### src/pkg/fws_pkg.sv
// fws_pkg: constants, states and carriers of the flash write-status sequencer
// assumes one 100 MHz clock; counts are derived from times in ns
package fws_pkg;
  localparam int CLK_NS    = 10;
  // reset command recovery is a longest time: round down
  localparam int T_RR_NS   = 250;
  localparam int RR_CYC    = (T_RR_NS / CLK_NS < 1) ? 1 : T_RR_NS / CLK_NS;
  // idle hardware reset is a longest time: round down
  localparam int T_RDYI_NS = 500;
  localparam int RDYI_CYC  = (T_RDYI_NS / CLK_NS < 1) ? 1 : T_RDYI_NS / CLK_NS;
  // reset high to read is a least time: round up
  localparam int T_RH_NS   = 50;
  localparam int RH_CYC    = (T_RH_NS + CLK_NS - 1) / CLK_NS;

  localparam int AW   = 12;  // command address width
  localparam int MW   = 6;   // array word address width
  localparam int SW   = 3;   // sector index width
  localparam int NSEC = 8;
  localparam int CW   = 16;  // counter width

  localparam logic [AW-1:0] ADDR_UNLK1 = 12'h555;
  localparam logic [AW-1:0] ADDR_UNLK2 = 12'h2AA;
  localparam logic [7:0] CMD_UNLK1 = 8'hAA;
  localparam logic [7:0] CMD_UNLK2 = 8'h55;
  localparam logic [7:0] CMD_PROG  = 8'hA0;
  localparam logic [7:0] CMD_ERS   = 8'h80;
  localparam logic [7:0] CMD_CHIP  = 8'h10;
  localparam logic [7:0] CMD_SECT  = 8'h30;  // also erase resume
  localparam logic [7:0] CMD_SUSP  = 8'hB0;
  localparam logic [7:0] CMD_RESET = 8'hF0;
  localparam logic [7:0] CMD_IDENT = 8'h90;

  localparam int BIT_POLL = 7;
  localparam int BIT_TOG  = 6;
  localparam int BIT_FAIL = 5;
  localparam int BIT_WIN  = 3;
  localparam int BIT_STOG = 2;

  localparam logic [2:0] CYC_RST = 3'h0;

  typedef enum logic [8:0] {
    ST_IDLE  = 9'h001, ST_IDENT = 9'h002, ST_PROG = 9'h004,
    ST_EWIN  = 9'h008, ST_ERASE = 9'h010, ST_FAIL = 9'h020,
    ST_RCOV  = 9'h040, ST_HRST  = 9'h080, ST_RHW  = 9'h100
  } fws_state_t;

  typedef struct packed {
    logic [AW-1:0] address;
    logic          read;
    logic          write;
    logic [7:0]    writedata;
  } fws_avreq_t;

  typedef struct packed {
    fws_state_t                  state;
    logic [2:0]                  cyc;
    logic                        ers;
    logic                        susp;
    logic                        wasEmb;
    logic [CW-1:0]               cnt;
    logic [CW-1:0]               ecnt;
    logic [MW-1:0]               pAddr;
    logic [7:0]                  pData;
    logic [NSEC-1:0]             sel;
    logic                        tog;
    logic                        stog;
    logic                        ack;
    logic [7:0]                  rdata;
    logic [(1<<MW)-1:0][7:0]     mem;
  } fws_st_t;
endpackage

### src/rtl/fws_flash_status.sv
// fws_flash_status: command decoder, embedded timers and status reads
// assumes an Avalon-MM master with 8-bit data and a synchronous reset pin
//
// Our own choices: the Avalon-MM slave port and the register addresses.
`timescale 1ns/1ps
module fws_flash_status #(
  parameter int WIN_CYC   = 5000,
  parameter int PROG_CYC  = 100,
  parameter int ERASE_CYC = 8000,
  parameter int RDYE_CYC  = 2000,
  parameter logic [7:0] IDENT_CODE = 8'h5A  // arbitrary value
) (
  input  wire logic               mclk,
  input  wire logic               reset,
  input  wire fws_pkg::fws_avreq_t avReq,
  output logic [7:0]              readdata,
  output logic                    waitrequest,
  input  wire logic               resetPinN,
  output logic                    readyBusyOut,
  output logic                    readyBusyOe
);
  fws_pkg::fws_st_t st;
  fws_pkg::fws_st_t next_st;
  logic             busy;
  logic             stall;
  logic             wrAcc;
  logic             rdAcc;
  logic             inSel;
  localparam int MW_LOC = fws_pkg::MW;
  logic [7:0]       wd;
  logic [MW_LOC-1:0] wa;

  // the bus address low bits pick a word; high bits of those pick a sector
  assign wd    = avReq.writedata;
  assign wa    = avReq.address[fws_pkg::MW-1:0];
  assign inSel = st.sel[wa[fws_pkg::MW-1 -: fws_pkg::SW]];
  assign wrAcc = st.ack & avReq.write;
  assign rdAcc = st.ack & avReq.read;
  // reads stall under the reset pin so no stale array data escapes
  assign stall = (st.state == fws_pkg::ST_HRST) | (st.state == fws_pkg::ST_RHW);
  assign waitrequest = (avReq.read | avReq.write) & ~st.ack;
  assign readdata    = st.rdata;

  // busy covers every embedded state and the reset recovery
  always_comb begin
    unique case (st.state)
      fws_pkg::ST_PROG, fws_pkg::ST_EWIN, fws_pkg::ST_ERASE,
      fws_pkg::ST_FAIL, fws_pkg::ST_RCOV: busy = 1'b1;
      fws_pkg::ST_HRST: busy = st.wasEmb & (st.cnt != '0);
      default: busy = 1'b0;
    endcase
  end
  // open drain: the level is always low, only the enable moves
  assign readyBusyOut = 1'b0;
  assign readyBusyOe  = busy;

  // one process holds the whole next-state function
  always_comb begin
    next_st = st;
    next_st.ack = (avReq.read | avReq.write) & ~st.ack & ~stall;
    // status word for the read answered at the next edge
    if (st.state == fws_pkg::ST_PROG || st.state == fws_pkg::ST_FAIL) begin
      next_st.rdata = '0;
      next_st.rdata[fws_pkg::BIT_POLL] = ~st.pData[7];
      next_st.rdata[fws_pkg::BIT_TOG]  = st.tog;
      next_st.rdata[fws_pkg::BIT_FAIL] = (st.state == fws_pkg::ST_FAIL);
    end else if (st.state == fws_pkg::ST_EWIN || st.state == fws_pkg::ST_ERASE) begin
      next_st.rdata = '0;
      next_st.rdata[fws_pkg::BIT_TOG]  = st.tog;
      next_st.rdata[fws_pkg::BIT_WIN]  = (st.state == fws_pkg::ST_ERASE);
      next_st.rdata[fws_pkg::BIT_STOG] = st.stog & inSel;
    end else if (st.state == fws_pkg::ST_IDLE && st.susp && inSel) begin
      next_st.rdata = '0;
      next_st.rdata[fws_pkg::BIT_POLL] = 1'b1;
      next_st.rdata[fws_pkg::BIT_STOG] = st.stog;
    end else if (st.state == fws_pkg::ST_IDENT) begin
      next_st.rdata = IDENT_CODE;
    end else begin
      next_st.rdata = st.mem[wa];
    end
    // toggles advance once per answered read
    if (rdAcc) begin
      if (busy && st.state != fws_pkg::ST_RCOV && st.state != fws_pkg::ST_HRST) begin
        next_st.tog = ~st.tog;
      end
      if ((st.state == fws_pkg::ST_ERASE || st.state == fws_pkg::ST_EWIN ||
           (st.state == fws_pkg::ST_IDLE && st.susp)) && inSel) begin
        next_st.stog = ~st.stog;
      end
    end
    if (st.cnt != '0) begin
      next_st.cnt = st.cnt - 1'b1;
    end
    unique case (st.state)
      fws_pkg::ST_IDLE, fws_pkg::ST_IDENT: begin
        if (wrAcc) begin
          next_st.cyc = fws_pkg::CYC_RST;
          if (wd == fws_pkg::CMD_RESET) begin
            // address ignored; suspend flag survives into recovery
            next_st.ers   = 1'b0;
            next_st.state = fws_pkg::ST_RCOV;
            // one short: the load edge counts, so recovery ends inside the limit
            next_st.cnt   = fws_pkg::CW'(fws_pkg::RR_CYC - 1);
          end else if (st.state == fws_pkg::ST_IDENT) begin
            next_st.cyc = fws_pkg::CYC_RST;
          end else if (st.susp && st.cyc == 3'h0 && wd == fws_pkg::CMD_SECT) begin
            next_st.susp  = 1'b0;
            next_st.state = fws_pkg::ST_ERASE;
          end else begin
            unique case (st.cyc)
              3'h0: if (wd == fws_pkg::CMD_UNLK1 &&
                        avReq.address == fws_pkg::ADDR_UNLK1) begin
                next_st.cyc = 3'h1;
              end else begin
                next_st.ers = 1'b0;
              end
              3'h1: if (wd == fws_pkg::CMD_UNLK2 &&
                        avReq.address == fws_pkg::ADDR_UNLK2) begin
                next_st.cyc = 3'h2;
              end else begin
                next_st.ers = 1'b0;
              end
              3'h2: begin
                next_st.ers = 1'b0;
                if (st.ers && wd == fws_pkg::CMD_CHIP &&
                    avReq.address == fws_pkg::ADDR_UNLK1) begin
                  next_st.sel   = '1;
                  next_st.state = fws_pkg::ST_ERASE;
                  next_st.ecnt  = fws_pkg::CW'(ERASE_CYC);
                end else if (st.ers && wd == fws_pkg::CMD_SECT) begin
                  next_st.sel = '0;
                  next_st.sel[wa[fws_pkg::MW-1 -: fws_pkg::SW]] = 1'b1;
                  next_st.state = fws_pkg::ST_EWIN;
                  next_st.cnt   = fws_pkg::CW'(WIN_CYC);
                end else if (avReq.address != fws_pkg::ADDR_UNLK1) begin
                  next_st.cyc = fws_pkg::CYC_RST;
                end else if (wd == fws_pkg::CMD_PROG) begin
                  next_st.cyc = 3'h3;
                end else if (wd == fws_pkg::CMD_ERS && !st.susp) begin
                  next_st.ers = 1'b1;
                end else if (wd == fws_pkg::CMD_IDENT) begin
                  next_st.state = fws_pkg::ST_IDENT;
                end
              end
              default: begin
                // fourth write carries the program address and data
                next_st.pAddr = wa;
                next_st.pData = wd;
                next_st.state = fws_pkg::ST_PROG;
                next_st.cnt   = fws_pkg::CW'(PROG_CYC);
              end
            endcase
          end
        end
      end
      fws_pkg::ST_PROG: begin
        // reset and other commands are ignored once programming runs
        if (st.cnt == '0) begin
          if ((st.pData & ~st.mem[st.pAddr]) != 8'h00) begin
            next_st.state = fws_pkg::ST_FAIL;
          end else begin
            next_st.mem[st.pAddr] = st.pData;
            next_st.state = fws_pkg::ST_IDLE;
          end
        end
      end
      fws_pkg::ST_EWIN: begin
        if (wrAcc && wd == fws_pkg::CMD_SECT) begin
          next_st.sel[wa[fws_pkg::MW-1 -: fws_pkg::SW]] = 1'b1;
          next_st.cnt = fws_pkg::CW'(WIN_CYC);
        end else if (st.cnt == '0) begin
          next_st.state = fws_pkg::ST_ERASE;
          next_st.ecnt  = fws_pkg::CW'(ERASE_CYC);
        end
      end
      fws_pkg::ST_ERASE: begin
        // suspend freezes the remaining count; resume picks it up where it stopped
        if (wrAcc && wd == fws_pkg::CMD_SUSP) begin
          next_st.susp  = 1'b1;
          next_st.state = fws_pkg::ST_IDLE;
        end else if (st.ecnt != '0) begin
          next_st.ecnt = st.ecnt - 1'b1;
        end else begin
          for (int i = 0; i < (1 << fws_pkg::MW); i++) begin
            if (st.sel[i >> (fws_pkg::MW - fws_pkg::SW)]) begin
              next_st.mem[i] = 8'hFF;
            end
          end
          next_st.sel   = '0;
          next_st.state = fws_pkg::ST_IDLE;
        end
      end
      fws_pkg::ST_FAIL: begin
        if (wrAcc && wd == fws_pkg::CMD_RESET) begin
          next_st.state = fws_pkg::ST_RCOV;
          next_st.cnt   = fws_pkg::CW'(fws_pkg::RR_CYC - 1);
        end
      end
      fws_pkg::ST_RCOV: begin
        if (st.cnt == '0) begin
          next_st.state = fws_pkg::ST_IDLE;
          next_st.cyc   = fws_pkg::CYC_RST;
        end
      end
      fws_pkg::ST_HRST: begin
        // the ready time runs out before the pin is honoured; the bus stays stalled
        if (resetPinN && st.cnt == '0) begin
          next_st.state = fws_pkg::ST_RHW;
          next_st.cnt   = fws_pkg::CW'(fws_pkg::RH_CYC);
        end
      end
      fws_pkg::ST_RHW: begin
        if (st.cnt == '0) begin
          next_st.state = fws_pkg::ST_IDLE;
        end
      end
    endcase
    // the pin wins over everything; busy at entry picks the ready time
    if (!resetPinN && st.state != fws_pkg::ST_HRST) begin
      next_st.state  = fws_pkg::ST_HRST;
      next_st.wasEmb = busy;
      next_st.cnt    = busy ? fws_pkg::CW'(RDYE_CYC)
                            : fws_pkg::CW'(fws_pkg::RDYI_CYC);
      next_st.susp   = 1'b0;
      next_st.sel    = '0;
      next_st.cyc    = fws_pkg::CYC_RST;
      next_st.ers    = 1'b0;
    end
  end

  // array contents are left untouched by reset, like real cells
  always_ff @(posedge mclk) begin
    if (reset) begin
      st       <= '0;
      st.state <= fws_pkg::ST_IDLE;
      st.mem   <= st.mem;
    end else begin
      st <= next_st;
    end
  end

  // status and busy checks, one clock domain, quiet under reset
  a_prog_busy: assert property (@(posedge mclk) disable iff (reset)
    st.state == fws_pkg::ST_PROG |-> readyBusyOe)
    else $error("busy released while programming");
  a_fail_flag: assert property (@(posedge mclk) disable iff (reset)
    st.ack && $past(st.state == fws_pkg::ST_FAIL) && $past(avReq.read)
    |-> readdata[fws_pkg::BIT_FAIL])
    else $error("failure flag not shown");
  a_win_flag: assert property (@(posedge mclk) disable iff (reset)
    st.ack && $past(avReq.read) && $past(st.state == fws_pkg::ST_EWIN)
    |-> !readdata[fws_pkg::BIT_WIN] && !readdata[fws_pkg::BIT_POLL])
    else $error("window flag set during window");
  a_erase_poll: assert property (@(posedge mclk) disable iff (reset)
    st.ack && $past(avReq.read) && $past(st.state == fws_pkg::ST_ERASE)
    |-> readdata[fws_pkg::BIT_WIN] && !readdata[fws_pkg::BIT_POLL])
    else $error("erase status wrong");
  a_tog_flip: assert property (@(posedge mclk) disable iff (reset)
    rdAcc && st.state == fws_pkg::ST_PROG |=> st.tog != $past(st.tog))
    else $error("toggle bit stuck");
  a_prog_start: assert property (@(posedge mclk) disable iff (reset)
    wrAcc && resetPinN && st.state == fws_pkg::ST_IDLE && st.cyc == 3'h3
    && wd != fws_pkg::CMD_RESET |=> st.state == fws_pkg::ST_PROG ##0 readyBusyOe)
    else $error("program did not start");
  a_chip_nowin: assert property (@(posedge mclk) disable iff (reset)
    wrAcc && resetPinN && st.state == fws_pkg::ST_IDLE && st.cyc == 3'h2 && st.ers
    && wd == fws_pkg::CMD_CHIP && avReq.address == fws_pkg::ADDR_UNLK1
    |=> st.state == fws_pkg::ST_ERASE)
    else $error("chip erase went through window");
  a_erase_rst: assert property (@(posedge mclk) disable iff (reset)
    wrAcc && resetPinN && st.state == fws_pkg::ST_ERASE && wd == fws_pkg::CMD_RESET
    && st.ecnt != '0 |=> st.state == fws_pkg::ST_ERASE)
    else $error("reset ended erase");
  a_susp_free: assert property (@(posedge mclk) disable iff (reset)
    st.state == fws_pkg::ST_IDLE && st.susp |-> !readyBusyOe)
    else $error("busy in suspend");
  a_rr_time: assert property (@(posedge mclk) disable iff (reset)
    st.state == fws_pkg::ST_FAIL && wrAcc && resetPinN && wd == fws_pkg::CMD_RESET
    |-> ##[1:26] st.state == fws_pkg::ST_IDLE)
    else $error("reset recovery too long");

  // mode and reset handling
  a_ident_hold: assert property (@(posedge mclk) disable iff (reset)
    wrAcc && resetPinN && st.state == fws_pkg::ST_IDENT && wd != fws_pkg::CMD_RESET
    |=> st.state == fws_pkg::ST_IDENT)
    else $error("identify left without reset");
  a_rst_cmd: assert property (@(posedge mclk) disable iff (reset)
    wrAcc && resetPinN && st.state == fws_pkg::ST_IDLE && wd == fws_pkg::CMD_RESET
    |=> st.state == fws_pkg::ST_RCOV && st.susp == $past(st.susp))
    else $error("reset command mishandled");
  a_win_restart: assert property (@(posedge mclk) disable iff (reset)
    wrAcc && resetPinN && st.state == fws_pkg::ST_EWIN && wd == fws_pkg::CMD_SECT
    |=> st.state == fws_pkg::ST_EWIN && st.cnt == fws_pkg::CW'(WIN_CYC))
    else $error("window not restarted");
  a_busy_reject: assert property (@(posedge mclk) disable iff (reset)
    wrAcc && resetPinN && st.state == fws_pkg::ST_ERASE && wd != fws_pkg::CMD_SUSP
    && st.ecnt != '0 |=> st.state == fws_pkg::ST_ERASE)
    else $error("command taken while erasing");
  a_stog_move: assert property (@(posedge mclk) disable iff (reset)
    rdAcc && st.state == fws_pkg::ST_IDLE && st.susp && inSel
    |=> st.stog != $past(st.stog))
    else $error("sector toggle stuck in suspend");
  a_pin_busy: assert property (@(posedge mclk) disable iff (reset)
    readyBusyOe && !resetPinN && st.state != fws_pkg::ST_HRST
    |=> st.state == fws_pkg::ST_HRST && readyBusyOe)
    else $error("busy dropped at reset pin");
  a_pin_stall: assert property (@(posedge mclk) disable iff (reset)
    st.state == fws_pkg::ST_HRST || st.state == fws_pkg::ST_RHW |=> !st.ack)
    else $error("bus answered under reset pin");

  // covers for the main paths through programming, erase, identify and reset
  c_prog_done: cover property (@(posedge mclk)
    st.state == fws_pkg::ST_PROG ##1 st.state == fws_pkg::ST_IDLE);
  c_fail: cover property (@(posedge mclk) st.state == fws_pkg::ST_FAIL);
  c_susp: cover property (@(posedge mclk) st.state == fws_pkg::ST_IDLE && st.susp);
  c_ident: cover property (@(posedge mclk) st.state == fws_pkg::ST_IDENT);
  c_pin_emb: cover property (@(posedge mclk) st.state == fws_pkg::ST_HRST && st.wasEmb);
endmodule

### config.mk
export PLATFORM = sky130hd
export DESIGN_NAME = fws_flash_status
export DESIGN_NICKNAME = d
export VERILOG_FILES = /design/src/pkg/fws_pkg.sv /design/src/rtl/fws_flash_status.sv
export SDC_FILE = /design/constraint.sdc
export NUM_CORES = 2
export LEC_CHECK = 0
export BUFFER_PORTS_ARGS = -buffer_cell sky130_fd_sc_hd__buf_4
export CAP_MARGIN = 20
export CORE_MARGIN = 10
export CORE_UTILIZATION = 30
export DETAILED_ROUTE_END_ITERATION = 10
export GPL_TIMING_DRIVEN = 0
export PLACE_DENSITY = 0.54
export SYNTH_ARGS = -nofsm -noshare
export SYNTH_HDL_FRONTEND = slang
export SYNTH_SLANG_ARGS = --single-unit
### constraint.sdc
create_clock -name mclk -period 8 [get_ports mclk]
set_input_delay 1.6 -clock mclk [delete_from_list [all_inputs] [get_ports mclk]]
set_output_delay 1.6 -clock mclk [all_outputs]
set_load 0.005 [all_outputs]
==> impl_metrics.toml <==
[run_status]
status = "complete, no violations"

[logic_synthesis]
synth_edf_count = 512
syn_avg_cell_area_sq_um = 9.64
yosys.area.top_type_share_pct = 41.7
synth.most_common_cell = "nand3_1"
async_reset_ff_share_pct = 0
synth_top_cell_by_area = "edfxtp_1"
synth_area_leaders = "edfxtp_1, nand3_1, mux4_2, nand2_1, dfxtp_1"
synth.net_count = 3860
syn_area_sq_um = 36900
synth_flop_cell = "edfxtp_1"
synth_seq_cells = 591
yosysWarnings = 0
ys_top_cells_by_count = "nand3_1, nand2_1, edfxtp_1"
ys_seq_area_share_pct = 45.9
synth.distinct_cells = 87
syn_inst = 3828

[placement]
port-buffer-count = 31
dpl-instance-area_sq_um = 40100
gp_congestion = 1.05
dp_hpwl_microns = 156000

[setup_path]
crit_path_max_fanout = 64
critPathLaunchType = "register"
crit_path_max_incr_delay_ns = 0.90
path_buf_inv = 6
rrSetupSlack_ns = 0.32
endpoint = "st[35]$_SDFFCE_PP1P_"
cpLargestDelayFamily = "buffers and inverters"
cp-startpoint = "st[539]$_SDFFE_PP0P_"
reg2reg_depth = 13
worstReg2RegEnd = "st[35]$_SDFFCE_PP1P_"
worst-path-stages = 13
critPathKind = "reg -> reg"
cpMostUsedCell = "buf_2"
cp-end-kind = "register"
timing.rr.start = "st[539]$_SDFFE_PP0P_"
cpMaxStageDelayCell = "clkbuf_1"
cp.required_ns = 8.29
arrival_ns = 7.97
cp_cell_sequence = "buf_2 -> buf_2 -> buf_2 -> buf_2 -> clkbuf_1 -> nand2_1 -> a21oi_1 -> a2111oi_0 -> nand4_1 -> nand4_1 -> nor4_2 -> buf_4 -> a21o_4"

[clock_network]
numCtsBuffers = 76
cts_tree = "yes"
cts_setup_buffers = 0
root_buffer = "clkbuf_16"
cts.clk_slew.worst_paths_ns = 0.06
clock_latency_ns = 0.72
clkSinkCount = 591
htree_levels = 3
cts_resized = 0
cts-hold-fix-buffers = 0
cts_buffer_depth = 3

[sta]
min_period_ns = 7.68
fin_crit_sh_pct = 96.0
rsz0062_at_grt = "no"
timing.fmax_mhz = 130
slew_headroom_pct = 5.10
hold_ws_ns = 0.470
final_max_slew_viol_count = 0
tightest_slew_ns = 1.42
clock_skew_ns = 0.0508
final-setup-viol-count = 0
hold_violations = 0

[route]
drt-total-wl_microns = 217000
vias_per_cell = 6.65
detail_route.wl_per_cell_microns = 38.1
vias = 37800
drc_errors = 0
drtAntennaViolNets = 0
drt-initial-drc-count = 6997
first_pass_iters = 7

[layout]
drive_above_1_share_pct = 12.6
fillCellCount = 12500
nets = 4025
utilization_pct = 35.0
regArea_sq_um = 17000
multiInputGateArea_sq_um = 18400
final_area_sq_um = 42800
areaGrowthSynthToFinish_pct = 15.9

[die]
fp.dieArea_sq_um = 137000
start_util_pct = 30.2
core_sq_um = 122000
io_pins = 36
dieHeight_microns = 371
fp-row-count = 128
die_w_microns = 371

[pwr]
peakVddDrop_mv = 0.170
powerDensity_nw_per_um2 = 179
leakagePower_nw = 12.0
p_total_mw = 7.64

[global_route]
grt_use_met3_pct = 12.6
grt_usage_pct = 30.3
grt_max_degree = 65
use_met1_pct = 37.9
grt_pass1_vias = 34600
gr-usage-met2_pct = 42.8
antenna_found_initial = 23
grt_busiest_layer = "met2"
grt_pass1_wl_microns = 292000
grt_overflow = 0

[hold_path]
worst_hold_path_type = "reg -> reg"

[run]
drv_cap = 0
cell usage in the layout (no fill, tap or decap), types with 15 or more instances in the layout:
cell and n:
clkbuf_16 79, clkbuf_1 307, inv_1 15, nand2b_1 19
nand3b_1 19, buf_4 49, nor2_1 134, buf_8 33
nand3_1 786, mux4_2 164, nand2_1 655, o21ai_0 315
nor4_1 19, dfxtp_1 79, or3_1 19, edfxtp_1 512
mux2_2 38, mux2i_1 121, buf_2 48, nor2b_1 21
a22oi_1 27, nor3_1 30, o22ai_1 48, a221o_1 17
a31oi_1 20, a21oi_1 90, buf_1 34, a221oi_1 35
power breakdown:
part / switching (mW) / total [mW] / leakage [nW] / internal (mW)
Sequential: 0.0248 / 3.35 / 3.54 / 3.33
Combinational: 0.358 / 0.548 / 7.16 / 0.190
Clock: 1.55 / 3.74 / 1.27 / 2.19
cells by family after synthesis:
| group | share of synthesized area, % |
|---|---|
| other cells | 0.0102 |
| simple gates | 23.1 |
| mux | 14.5 |
| buf+inv | 4.47 |
| xor+xnor | 0.356 |
| fa+ha+maj | 0.237 |
| compound gates | 11.4 |
| flops | 45.9 |
registers in the layout, indices dropped and copies added, names as in the netlist:
signal,flops
readdata,8
st,583
metrics by stage:
stage	instances	setup slack, ns	TNS [ns]
2_1_floorplan	3828	3.20	0
5_1_grt	5678	0.655	0
3_5_place_dp	5533	1.05	0
3_3_place_gp	5484	-0.535	-213.06
4_1_cts	5670	1.07	0
6_report	5687	0.324	0
final cells by class:
type	count	share of cell area, %
multi-input combinational	2829	43.0
buffer	391	3.73
inverter	17	0.149
sequential	591	39.7
antenna	10	0.0585
clock inverter	39	1.20
tap	1625	4.76
timing repair buffer	87	2.60
clock buffer	98	4.86
layer usage:
layer	share of wire, %	wire length (microns)
met5	0.11	237
met4	8.0	17400
met3	15	32200
met2	40	87600
met1	37	79200
worst register-to-register path, stage by stage, from the launching register on:
cell and delay (ns):
dfxtp_1 0.36, buf_2 0.40, buf_2 0.71, buf_2 0.63, buf_2 0.67, clkbuf_1 0.91, nand2_1 0.11, a21oi_1 0.70
a2111oi_0 0.35, nand4_1 0.17, nand4_1 0.47, nor4_2 0.73, buf_4 0.28, a21o_4 0.68
how the worst min path moves through the flow:
stage / to / slack, ns / depth (start not counted) / from
global route: st[559]$_SDFFE_PP0P_ / 0.48 / 2 / st[559]$_SDFFE_PP0P_
global placement: st[577]$_SDFFE_PP0P_ / 0.46 / 2 / st[577]$_SDFFE_PP0P_
detailed placement: st[559]$_SDFFE_PP0P_ / 0.46 / 2 / st[559]$_SDFFE_PP0P_
floorplan: st[577]$_SDFFE_PP0P_ / 0.44 / 2 / st[577]$_SDFFE_PP0P_
CTS: st[559]$_SDFFE_PP0P_ / 0.47 / 2 / st[559]$_SDFFE_PP0P_
finish: st[559]$_SDFFE_PP0P_ / 0.47 / 2 / st[559]$_SDFFE_PP0P_
(Power assumes the default switching activity.)
